**src/inc/scss_pkg.sv**
```systemverilog
package scss_pkg;

  // ----------------------------------------------------------------
  // Configuration field codes
  // ----------------------------------------------------------------
  localparam int SCSS_DIV_W = 10;
  localparam int SCSS_MAX_FACTOR = 1024;
  localparam logic [1:0] SCSS_SEL_WAKEUP = 2'h0;
  localparam logic [1:0] SCSS_SEL_PLL = 2'h2;
  localparam logic [1:0] SCSS_SEL_DIRECT = 2'h3;
  localparam logic SCSS_VCO_BYPASS_ON = 1'h1;
  localparam logic SCSS_OSC_CRYSTAL = 1'h0;
  localparam logic SCSS_OSC_INTERNAL = 1'h1;

  // ----------------------------------------------------------------
  // Clock source positions in the synchronised bundle
  // ----------------------------------------------------------------
  localparam int SCSS_NUM_SRC = 5;
  localparam int SCSS_SRC_EXT = 0;
  localparam int SCSS_SRC_XTAL = 1;
  localparam int SCSS_SRC_INT = 2;
  localparam int SCSS_SRC_WAKE = 3;
  localparam int SCSS_SRC_PLL = 4;

  // ----------------------------------------------------------------
  // Values after reset
  // ----------------------------------------------------------------
  localparam logic [1:0] SCSS_RST_SEL = SCSS_SEL_WAKEUP;
  localparam logic SCSS_RST_BYPASS = 1'h0;
  localparam logic SCSS_RST_OSC = SCSS_OSC_CRYSTAL;
  localparam logic [SCSS_DIV_W-1:0] SCSS_RST_DIV = 10'h000;
  localparam logic [SCSS_NUM_SRC-1:0] SCSS_RST_LEVELS = 5'h00;

  // Operating modes of the system clock path
  typedef enum logic [1:0] {
    SCSS_MODE_WAKEUP,
    SCSS_MODE_PLL,
    SCSS_MODE_PRESCALE,
    SCSS_MODE_DIRECT
  } scss_mode_e;

endpackage : scss_pkg

```
**src/inc/scss_sync_if.sv**
```systemverilog
// Synchronised clock source levels, pin stage to selector
interface scss_sync_if;
  import scss_pkg::*;
  logic [SCSS_NUM_SRC-1:0] src_level;
  modport producer (output src_level);
  modport consumer (input src_level);
endinterface : scss_sync_if

```
**src/rtl/scss_clock_select.sv**
```systemverilog
module scss_clock_select (
  input wire logic mclk_i,
  input wire logic sys_rst_i,
  input wire logic external_clock_pin_i,
  input wire logic crystal_input_pin_i,
  input wire logic internal_osc_i,
  input wire logic wakeup_osc_i,
  input wire logic pll_clock_i,
  input wire logic [1:0] clock_source_select_i,
  input wire logic vco_bypass_i,
  input wire logic prescaler_source_i,
  input wire logic [scss_pkg::SCSS_DIV_W-1:0] output_prescaler_divider_i,
  output logic sys_clock_o,
  output scss_pkg::scss_mode_e active_mode_o,
  output logic switch_pending_o
);
  import scss_pkg::*;

  // ----------------------------------------------------------------
  // Decoding helpers
  // ----------------------------------------------------------------

  // Mode from select code and bypass bit; code 01 is unused
  function automatic scss_mode_e decode_mode(input logic [1:0] sel, input logic bypass);
    scss_mode_e m;
    m = SCSS_MODE_WAKEUP;
    unique case (sel)
      SCSS_SEL_DIRECT: begin
        m = SCSS_MODE_DIRECT;
      end
      SCSS_SEL_PLL: begin
        if (bypass == SCSS_VCO_BYPASS_ON) begin
          m = SCSS_MODE_PRESCALE;
        end else begin
          m = SCSS_MODE_PLL;
        end
      end
      SCSS_SEL_WAKEUP: begin
        m = SCSS_MODE_WAKEUP;
      end
      default: begin
        m = SCSS_MODE_WAKEUP;
      end
    endcase
    return m;
  endfunction : decode_mode

  // Level of the source feeding the given mode
  function automatic logic pick_source(input scss_mode_e mode, input logic osc,
                                       input logic [SCSS_NUM_SRC-1:0] lv);
    logic s;
    s = 1'b0;
    unique case (mode)
      SCSS_MODE_DIRECT: begin
        s = lv[SCSS_SRC_EXT];
      end
      SCSS_MODE_PRESCALE: begin
        if (osc == SCSS_OSC_INTERNAL) begin
          s = lv[SCSS_SRC_INT];
        end else begin
          s = lv[SCSS_SRC_XTAL];
        end
      end
      SCSS_MODE_PLL: begin
        s = lv[SCSS_SRC_PLL];
      end
      SCSS_MODE_WAKEUP: begin
        s = lv[SCSS_SRC_WAKE];
      end
    endcase
    return s;
  endfunction : pick_source

  // ----------------------------------------------------------------
  // Pin synchronisers
  // ----------------------------------------------------------------
  logic [SCSS_NUM_SRC-1:0] raw_pins;

  // Source pins gathered in bundle order
  always_comb begin
    raw_pins = '0;
    raw_pins[SCSS_SRC_EXT] = external_clock_pin_i;
    raw_pins[SCSS_SRC_XTAL] = crystal_input_pin_i;
    raw_pins[SCSS_SRC_INT] = internal_osc_i;
    raw_pins[SCSS_SRC_WAKE] = wakeup_osc_i;
    raw_pins[SCSS_SRC_PLL] = pll_clock_i;
  end

  // Bundle from synchroniser to selector
  scss_sync_if sync_bus ();

  // Three-flop capture of every source pin
  scss_pin_sync u_pin_sync (
    .mclk_i(mclk_i),
    .sys_rst_i(sys_rst_i),
    .raw_i(raw_pins),
    .sync_bus(sync_bus.producer)
  );

  // ----------------------------------------------------------------
  // Selector state
  // ----------------------------------------------------------------
  typedef struct packed {
    scss_mode_e mode;
    logic osc_src;
    logic [SCSS_DIV_W-1:0] div;
    logic [SCSS_DIV_W-1:0] count;
    logic [SCSS_NUM_SRC-1:0] prev;
    logic sys_clk;
    logic pending;
  } scss_state_s;

  // Registered state and its next value
  scss_state_s st;
  scss_state_s next_st;

  // Synchronised source levels
  logic [SCSS_NUM_SRC-1:0] levels;
  assign levels = sync_bus.src_level;

  // ----------------------------------------------------------------
  // Requested configuration
  // ----------------------------------------------------------------
  scss_mode_e req_mode;
  logic req_osc;
  logic [SCSS_DIV_W-1:0] req_div;
  logic cfg_differs;

  // Requested configuration, only the fields that matter to its mode
  always_comb begin
    req_mode = decode_mode(clock_source_select_i, vco_bypass_i);
    req_osc = SCSS_RST_OSC;
    req_div = SCSS_RST_DIV;
    if (req_mode == SCSS_MODE_PRESCALE) begin
      req_osc = prescaler_source_i;
      req_div = output_prescaler_divider_i;
    end
  end

  // Request differs from the configuration in use
  assign cfg_differs = (req_mode != st.mode) || (req_osc != st.osc_src) || (req_div != st.div);

  // ----------------------------------------------------------------
  // Active source edge and divider geometry
  // ----------------------------------------------------------------
  logic act_level;
  logic act_prev;
  logic act_rise;
  logic [SCSS_DIV_W-1:0] eff_div;
  logic [SCSS_DIV_W:0] half_factor;
  logic at_wrap;
  logic switch_now;

  // Synchronised level of the source feeding the active mode
  assign act_level = pick_source(st.mode, st.osc_src, levels);
  assign act_prev = pick_source(st.mode, st.osc_src, st.prev);
  assign act_rise = act_level & ~act_prev;

  // Divider counts only in prescale mode, elsewhere the factor is one
  assign eff_div = (st.mode == SCSS_MODE_PRESCALE) ? st.div : '0;
  // Factor is divider plus one, up to 1024 with a 10-bit field
  assign half_factor = ({1'b0, eff_div} + 11'h002) >> 1;
  // Last source period of the output low phase
  assign at_wrap = (st.count == eff_div);

  // Switch once the request has stood a cycle, at end of a low phase
  assign switch_now = cfg_differs && st.pending && act_rise && at_wrap;

  // ----------------------------------------------------------------
  // Divider, pass-through and boundary switching
  // ----------------------------------------------------------------
  always_comb begin
    logic [SCSS_DIV_W-1:0] cnt;
    cnt = '0;
    next_st = st;
    // Count source rises, wrapping at the divider value
    cnt = st.count;
    if (act_rise) begin
      cnt = at_wrap ? '0 : st.count + 10'h001;
    end
    next_st.count = cnt;
    if (eff_div == '0) begin
      // High only from a rise, so a source already high is not cut short
      next_st.sys_clk = act_rise | (act_level & st.sys_clk);
    end else begin
      next_st.sys_clk = ({1'b0, cnt} < half_factor);
    end
    // Remember every source level for edge detection
    next_st.prev = levels;
    // Pending follows the request until a switch clears it
    next_st.pending = cfg_differs;
    // New path held low until its own first rise, so no runt pulse
    if (switch_now) begin
      next_st.mode = req_mode;
      next_st.osc_src = req_osc;
      next_st.div = req_div;
      next_st.count = req_div;
      next_st.sys_clk = 1'b0;
      next_st.pending = 1'b0;
    end
  end

  // State register
  always_ff @(posedge mclk_i) begin
    if (sys_rst_i) begin
      st.mode <= SCSS_MODE_WAKEUP;
      st.osc_src <= SCSS_RST_OSC;
      st.div <= SCSS_RST_DIV;
      st.count <= SCSS_RST_DIV;
      st.prev <= SCSS_RST_LEVELS;
      st.sys_clk <= 1'b0;
      st.pending <= 1'b0;
    end else begin
      st <= next_st;
    end
  end

  // ----------------------------------------------------------------
  // Outputs straight from state flip-flops
  // ----------------------------------------------------------------
  assign sys_clock_o = st.sys_clk;
  assign active_mode_o = st.mode;
  assign switch_pending_o = st.pending;

endmodule : scss_clock_select

```
**src/rtl/scss_pin_sync.sv**
```systemverilog
module scss_pin_sync (
  input wire logic mclk_i,
  input wire logic sys_rst_i,
  input wire logic [scss_pkg::SCSS_NUM_SRC-1:0] raw_i,
  scss_sync_if.producer sync_bus
);
  import scss_pkg::*;

  typedef struct packed {
    logic [SCSS_NUM_SRC-1:0] stage1;
    logic [SCSS_NUM_SRC-1:0] stage2;
    logic [SCSS_NUM_SRC-1:0] stage3;
    logic [SCSS_NUM_SRC-1:0] level;
  } scss_sync_s;

  scss_sync_s st;
  scss_sync_s next_st;

  // ----------------------------------------------------------------
  // Three-stage capture, level moves once stages two and three agree
  // ----------------------------------------------------------------
  always_comb begin
    next_st = st;
    next_st.stage1 = raw_i;
    next_st.stage2 = st.stage1;
    next_st.stage3 = st.stage2;
    for (int i = 0; i < SCSS_NUM_SRC; i++) begin
      if (st.stage2[i] == st.stage3[i]) begin
        next_st.level[i] = st.stage3[i];
      end
    end
  end

  // State register
  always_ff @(posedge mclk_i) begin
    if (sys_rst_i) begin
      st <= '{default: SCSS_RST_LEVELS};
    end else begin
      st <= next_st;
    end
  end

  assign sync_bus.src_level = st.level;

endmodule : scss_pin_sync

```
**config.mk**
```make
export PLATFORM = sky130hd
export DESIGN_NAME = scss_clock_select
export DESIGN_NICKNAME = d
export VERILOG_FILES = /design/src/inc/scss_pkg.sv /design/src/inc/scss_sync_if.sv /design/src/rtl/scss_clock_select.sv /design/src/rtl/scss_pin_sync.sv
export SDC_FILE = /design/constraint.sdc
export NUM_CORES = 1
export LEC_CHECK = 0
export BUFFER_PORTS_ARGS = -buffer_cell sky130_fd_sc_hd__buf_4
export CAP_MARGIN = 20
export CORE_MARGIN = 5
export CORE_UTILIZATION = 40
export DETAILED_ROUTE_END_ITERATION = 16
export HOLD_SLACK_MARGIN = 0.15
export PLACE_DENSITY = 0.62
export SYNTH_ARGS = -nofsm -noshare
export SYNTH_HDL_FRONTEND = slang
export SYNTH_SLANG_ARGS = --single-unit
```
**constraint.sdc**
```tcl
create_clock -name mclk_i -period 8 [get_ports mclk_i]
set_input_delay 1.6 -clock mclk_i [delete_from_list [all_inputs] [get_ports mclk_i]]
set_output_delay 1.6 -clock mclk_i [all_outputs]
set_load 0.1 [all_outputs]
```
# == After elaboration in Yosys (flattened, before gate mapping) ==
# Index checks and enable logic that the tools add are counted.
# word_totals
regBits,50
output_inout_bits,4
# classes
addsub,2
order_cmp,1
eq_ne,15
n_mux,13
bitwise_logic,4
reduce_logical,8
# ops
operator,count
two-way mux 10 bit,5
adder 10 x 2 -> 11 bit (second input constant),1
adder 10 x 1 -> 10 bit (second input constant),1
== test 10 bit,1
== test 2 bit (second input constant),5
zero test 10 bit,1
< comparator 10 bit,1
!= test 10 bit,1
case mux 1 bit (4 select lines),2
== test 1 bit,5
two-way mux 1 bit,4
case mux 2 bit (2 select lines),1
logical AND 1 bit,3
AND 1 bit,2
== test 2 x 1 -> 1 bit (second input constant),1
zero test 2 bit,1
logical OR 1 bit,2
two-way mux 2 bit,1
!= test 2 bit,1
OR reduction 2 bit,1
!= test 1 bit,1
NOT 1 bit,1
OR 1 bit,1

# == Logic depth before layout (Yosys ltp) ==
# Gate-level depths: netlist (run 1).
# depth
word_depth,11
depth_mapped,15
ltp_nobuf,14

# == Modules after synthesis ==
# A second synthesis (run 1) with hierarchy kept.
# unflattened
hier_cells,391
hier_area_um2,3225.6
# by_module_without_submodules
mod,instances,cells_per_inst,area_per_inst_um2,seq_area_each_um2
scss_clock_select,1,334,2546.2,600.6
scss_pin_sync,1,57,679.4,400.4

# == Least setup slack after synthesis (run 1) ==
# OpenSTA, ideal clock, no wires.
# synth_path
path_kind,in2reg
from,input port clock_source_select_i[0]
to,register st[18] (netlist name)
arrival_time_ps,3119
required_ps,7877
slack_ps,4758
stages,7
path_cell_list,and3b_1 clkbuf_1 nand2_1 a22oi_1 nand3_1 o21a_2 mux2_1
# synth_via
elab_chain_len,10
elab_cells_between_ends,14
cone_classes,eq/ne: 6; mux: 3; reduce/logical: 5
# synth_lines
item,line_no,rtl
from (decl),scss_clock_select.sv:9,"input wire logic [1:0] clock_source_select_i,"
== test 2 bit,scss_clock_select.sv:27,unique case (sel)
case mux 2 bit (2 select lines) (*),scss_clock_select.sv:27,
branches (longest 8 deep; another with two-way mux 10 bit),-,
to (signal assigned),scss_clock_select.sv:214,st <= next_st;
to (decl),scss_clock_select.sv:114,scss_state_s st;
# Mark *: on every way between the ends.
# A chain may end at the register's enable or synchronous reset.

# == Worst setup path in the final report (run 1) ==
# layout_path
from,"register st, in the netlist active_mode_o[1]"
to,"register st, in the netlist sys_clock_o"
# layout_via
elab_chain_len,7
elab_cells_between_ends,25
cone_classes,add/sub: 1; order compare: 1; eq/ne: 5; mux: 6; bitwise: 4; reduce/logical: 8
# layout_lines
item
branches (longest 7 deep; another with adder 10 x 2 -> 11 bit)
# Parallel ways; which one is timed is not known.

==> flow_summary.ini, run 1 <==
[synth]
syn_avg_cell_area_um2 = 8.38
synthFlopType = dfxtp_1
synth.net_count = 412
synth.most_common_cell = dfxtp_1
ys_warn_count = 0
syn_inst = 380
netlist_area_um2 = 3190
async_reset_ff_frac = 0
synth.top_cell.area_share = 0.314
synth_cell_types = 61
ys_ff_latch = 50
synth_area_leader_cell = dfxtp_1
synthTopCellsByCount = dfxtp_1 (50), nand2_1 (39), nor2_1 (30), nor2b_1 (28), nand3_1 (18)
ys_seq_area_frac = 0.314
synth_edf_count = 0
ys_top_cells_by_area = dfxtp_1 (31%), nor2b_1 (5.5%), nand2_1 (4.6%)

[pwr]
power_mw = 0.449
peakVddDrop_v = 0.000102
pwr_density_cell_nw_per_um2 = 131
power.leakage_nw = 1.20

[setup_path]
r2r_cells = 13
path_max_fanout = 15
timing.rr.start = active_mode_o[1]
startpoint = active_mode_o[1]
crit_path_start_kind = register
critical_path_class = reg2reg
cp.arrival_ps = 4070
cp.required_ps = 8220
crit_path_end_kind = register

[placement]
placed_cells = 477
place_ws_ps = 4120
gp_congestion = 0.928
dpl.hpwl_mm = 5.86
place_area_um2 = 3340
port_buffers = 24

[timing]
fin_skew_ps = 8.19
hold_violations = 0
setup_viol = 0
setup_tns_ps = 0
tightest_slew_ps = 752
slew_headroom = 0.499
finalWorstSetupSlack_ps = 4140
holdWs_ps = 445
min_period_ps = 3860
period_share = 0.482
drv_slew = 0
fmax_mhz = 259
rsz0062_at_grt = false

[clock_tree]
cts_sinks = 50
cts_inserted_buffers = 5
path_clk_slew_ps = 110
cts_buffer_depth = 2
htree_levels = 2
cts.hold.buffers_added = 0
cts_root_buf = clkbuf_8
cts_setup_buffers = 0
post_cts_resized = 0
cts_tree = done
clk_latency_ps = 310

[grt]
grt_use_total = 0.163
overflow = 0
grt_max_degree = 37
grt_pass1_vias = 2559
antenna_found_initial = 0
grt_pass1_wl_mm = 13.1

[die]
die_area_um2 = 9850
die_w_um = 99.2
coreArea_um2 = 7730
io_pins = 25
rows = 32
start_util = 0.412
fp.dieH_um = 99.2

[worst_hold_path]
hold_path.class = reg2reg
min-delay-start = u_pin_sync.next_st[13]
holdPathStages = 1

[route]
finalWirelength_mm = 7.79
drc = 0
antenna_left = 0
drtIter0Drc = 260
first_pass_iters = 6
wire_per_inst_um = 16.1
via_per_inst = 5.62
dr_total_vias = 2725

[cells_and_area]
instances_no_fill = 485
n_antenna_cell = 0
area_delta_synth_final_pct = 8.01
post-route-util = 0.445
drive_gt1_frac = 0.110
nets = 414
final_cell_area_um2 = 3440

[job]
drv_cap = 0

[run_status]
outcome = completed
## metal layers
layer  GRT usage  share of wire  vias to the layer above
met5           0              0                        -
met4      0.0441          0.019                        0
met3      0.0266          0.063                       15
met2       0.254           0.44                       96
met1       0.231           0.48                     1242
li1            -              -                     1372
## cells in the final DEF (no fill, tap or decap), types with 8 or more instances in the layout
master	netlist	layout
nor2_1	30	30
nand2b_1	9	9
inv_1	8	8
nor2b_1	28	28
a21oi_1	15	15
nand2_1	39	39
o21ai_0	15	15
ha_1	11	11
buf_4	3	24
xnor2_1	11	11
mux2i_1	13	13
nand3_1	18	18
dfxtp_1	50	50
## state kept, by name, summed over array words and instances, names as in the netlist
| signal | cells |
|---|---|
| u_pin_sync.st | 5 |
| switch_pending_o | 1 |
| u_pin_sync.next_st | 10 |
| st | 26 |
| active_mode_o | 2 |
| u_pin_sync.sync_bus.src_level | 5 |
| sys_clock_o | 1 |
## critical path, stage by stage (launching register included)
cell,delay [ps]
dfxtp_1,660
nand2b_1,290
o32a_1,420
a222oi_1,650
and3_1,450
o31a_1,200
inv_1,50
ha_1,280
nand4_1,110
nor2_1,170
a21oi_1,90
o211ai_1,90
o21ai_0,90
and4_1,190
## report_power, final
group	switching, mW	internal, mW
Combinational	0.0200	0.0134
Sequential	0.00162	0.252
Clock	0.0967	0.0650
## cells by family after synthesis
family	synth area share
AOI/OAI and AO/OA	0.187
xor gates and xnor gates	0.0440
adders and majority gates	0.0432
buffers and inverters	0.0577
DFF	0.314
muxes	0.0703
and+or+nand+nor	0.284
## final cells by class
class                           count  area (um2)
Clock buffer                        5        68.8
Clock inverter                      3        28.8
Fill cell                         759        4290
Inverter                            9        33.8
Multi-Input combinational cell    292        2000
Sequential cell                    50        1000
Tap cell                          102         128
Timing Repair Buffer               24         180
## final timing paths
check,end,slack [ps]
max,sys_clock_o,4140
min,u_pin_sync.next_st[8],450
max reg2reg,sys_clock_o,4140
min reg2reg,u_pin_sync.next_st[8],450
No activity file was read; power rests on OpenSTA's default activity.
==> run 2: changes to the inputs <==
==> constraint.sdc (replaced) <==
create_clock -name mclk_i -period 3.9 [get_ports mclk_i]
set_input_delay 0.78 -clock mclk_i [delete_from_list [all_inputs] [get_ports mclk_i]]
set_output_delay 0.78 -clock mclk_i [all_outputs]
set_load 0.1 [all_outputs]
==> flow_summary.ini, run 2 (synthesis results as in run 1) <==
[setup_path]
timing.rr.start = st[27]
crit_path_start_kind = register
critical_path_class = reg2reg
path_max_fanout = 9
cp.arrival_ps = 3660
path_delay_family = simple AND/OR/NAND/NOR gates
reg2reg_to = sys_clock_o
cp.required_ps = 4120
crit_path_end_kind = register
r2r_cells = 13
rrSetupSlack_ps = 460
critPathBufInv = 1
cpPeakStageDelay_ps = 530
crit_slowest_cell = mux4_2
crit_path_cell_trace = mux2_1 > mux4_2 > nor2b_4 > and3_1 > o31a_1 > inv_1 > ha_1 > nand4_1 > nor2_1 > a21oi_1 > o211ai_1 > o21ai_0 > and4_1

[job]
drv_cap = 0

[die]
io_pins = 25
rows = 32
start_util = 0.412
die_area_um2 = 9850
coreArea_um2 = 7730
fp.dieH_um = 99.2
die_w_um = 99.2

[clock_tree]
post_cts_resized = 0
cts_root_buf = clkbuf_8
cts_tree = done
cts_sinks = 50
cts_setup_buffers = 0
htree_levels = 2
cts.hold.buffers_added = 0
cts_inserted_buffers = 5
clk_latency_ps = 310
cts_buffer_depth = 2
path_clk_slew_ps = 100

[timing]
fin_skew_ps = 6.08
min_period_ps = 3440
holdWs_ps = 449
hold_violations = 0
setup_tns_ps = 0
slew_headroom = 0.619
tightest_slew_ps = 568
drv_slew = 0
period_share = 0.883
setup_viol = 0
rsz0062_at_grt = false
fmax_mhz = 290

[pwr]
p_sw_frac = 0.261
p_int_mw = 0.679
seq_power_share = 0.567
p_switching_mw = 0.239
power.leakage_nw = 1.24
pwr_density_cell_nw_per_um2 = 262
peakVddDrop_v = 0.000214
p_comb_frac = 0.077
power_frac_clock = 0.356

[grt]
antenna_found_initial = 0
grt_pass1_vias = 2560
grt_use_total = 0.171
overflow = 0
grt_max_degree = 37
grt_pass1_wl_mm = 13.4

[worst_hold_path]
hold_path.class = reg2reg
min_to = u_pin_sync.next_st[5]
holdPathStages = 1
min-delay-start = u_pin_sync.next_st[10]

[placement]
dpl.hpwl_mm = 6.23
port_buffers = 24
gp_congestion = 0.922

[cells_and_area]
regArea_um2 = 1000
top_register = st
final_cell_mix = dfxtp_1 (50), nand2_1 (39), buf_4 (32)
fillers = 766
largest_reg_flops = 26
area_delta_synth_final_pct = 9.82
multi_input_area_um2 = 2000
drive_gt1_frac = 0.128
final_common_cell = dfxtp_1
n_antenna_cell = 0
nets = 422

[route]
wire_per_inst_um = 16.7
dr_wl_met3_um = 388
wl_met1_mm = 4.08
first_pass_iters = 5
drtIter0Drc = 199
via_per_inst = 5.66
antenna_left = 0
drc = 0
finalWirelength_mm = 8.24
dr_wl_met2_mm = 3.55
top_layer = met4
dr_total_vias = 2789

[run_status]
outcome = completed
==> run 2: changes by cell type in the layout (fill, tap and decap cells not counted) <==
cell	change
inv_6	+2
inv_8	-1
clkinv_4	-1
buf_4	+8
==> run 2: area by class of cell <==
class	instances	share of cell area
clock buffer	5	0.0197
clock inverter	3	0.00751
inverter	9	0.00966
multi-input combinational	292	0.572
sequential	50	0.286
tap	102	0.0365
timing repair buffer	32	0.0687
==> run 2: worst register-to-register path: stages (launching register included) <==
cell,delay (ps)
dfxtp_1,440
mux2_1,360
mux4_2,530
nor2b_4,280
and3_1,410
o31a_1,250
inv_1,60
ha_1,290
nand4_1,100
nor2_1,170
a21oi_1,90
o211ai_1,90
o21ai_0,80
and4_1,190
==> run 2: stage by stage <==
| stage | instance area [um2] | util | power [mW] | setup WS (ps) | cells |
|---|---|---|---|---|---|
| global route | 3500 | 0.453 | 0.963 | 245 | 493 |
| floorplan | 3190 | - | 0.571 | 784 | 380 |
| global placement | 3400 | 0.440 | 0.602 | 503 | 485 |
| finish | 3500 | 0.453 | 0.918 | 455 | 493 |
| detailed placement | 3400 | 0.440 | 0.603 | 500 | 485 |
| CTS | 3500 | 0.453 | 0.933 | 466 | 493 |
==> run 2: worst max path at each step <==
stage / startpoint / endpoint / cells past startpoint
after floorplan: st[27] / sys_clock_o / 14
after CTS: st[27] / sys_clock_o / 12
after global placement: st[27] / sys_clock_o / 12
after global routing: st[27] / sys_clock_o / 12
final: st[27] / sys_clock_o / 13
after detailed placement: st[27] / sys_clock_o / 12
==> run 2: power groups by stage <==
stage | Clock (mW) | Combinational (mW) | Sequential, mW
after detailed placement | 0 | 0.0705 | 0.533
after global routing | 0.364 | 0.0769 | 0.522
after floorplan | 0 | 0.0332 | 0.538
after CTS | 0.342 | 0.0705 | 0.521
after global placement | 0 | 0.0696 | 0.532
final | 0.327 | 0.0703 | 0.521
==> run 2: layer usage <==
| metal | global-route usage | up-vias |
|---|---|---|
| met2 | 0.252 | 86 |
| met5 | 0 | - |
| met4 | 0.0578 | 0 |
| li1 | - | 1386 |
| met3 | 0.0273 | 16 |
| met1 | 0.252 | 1301 |
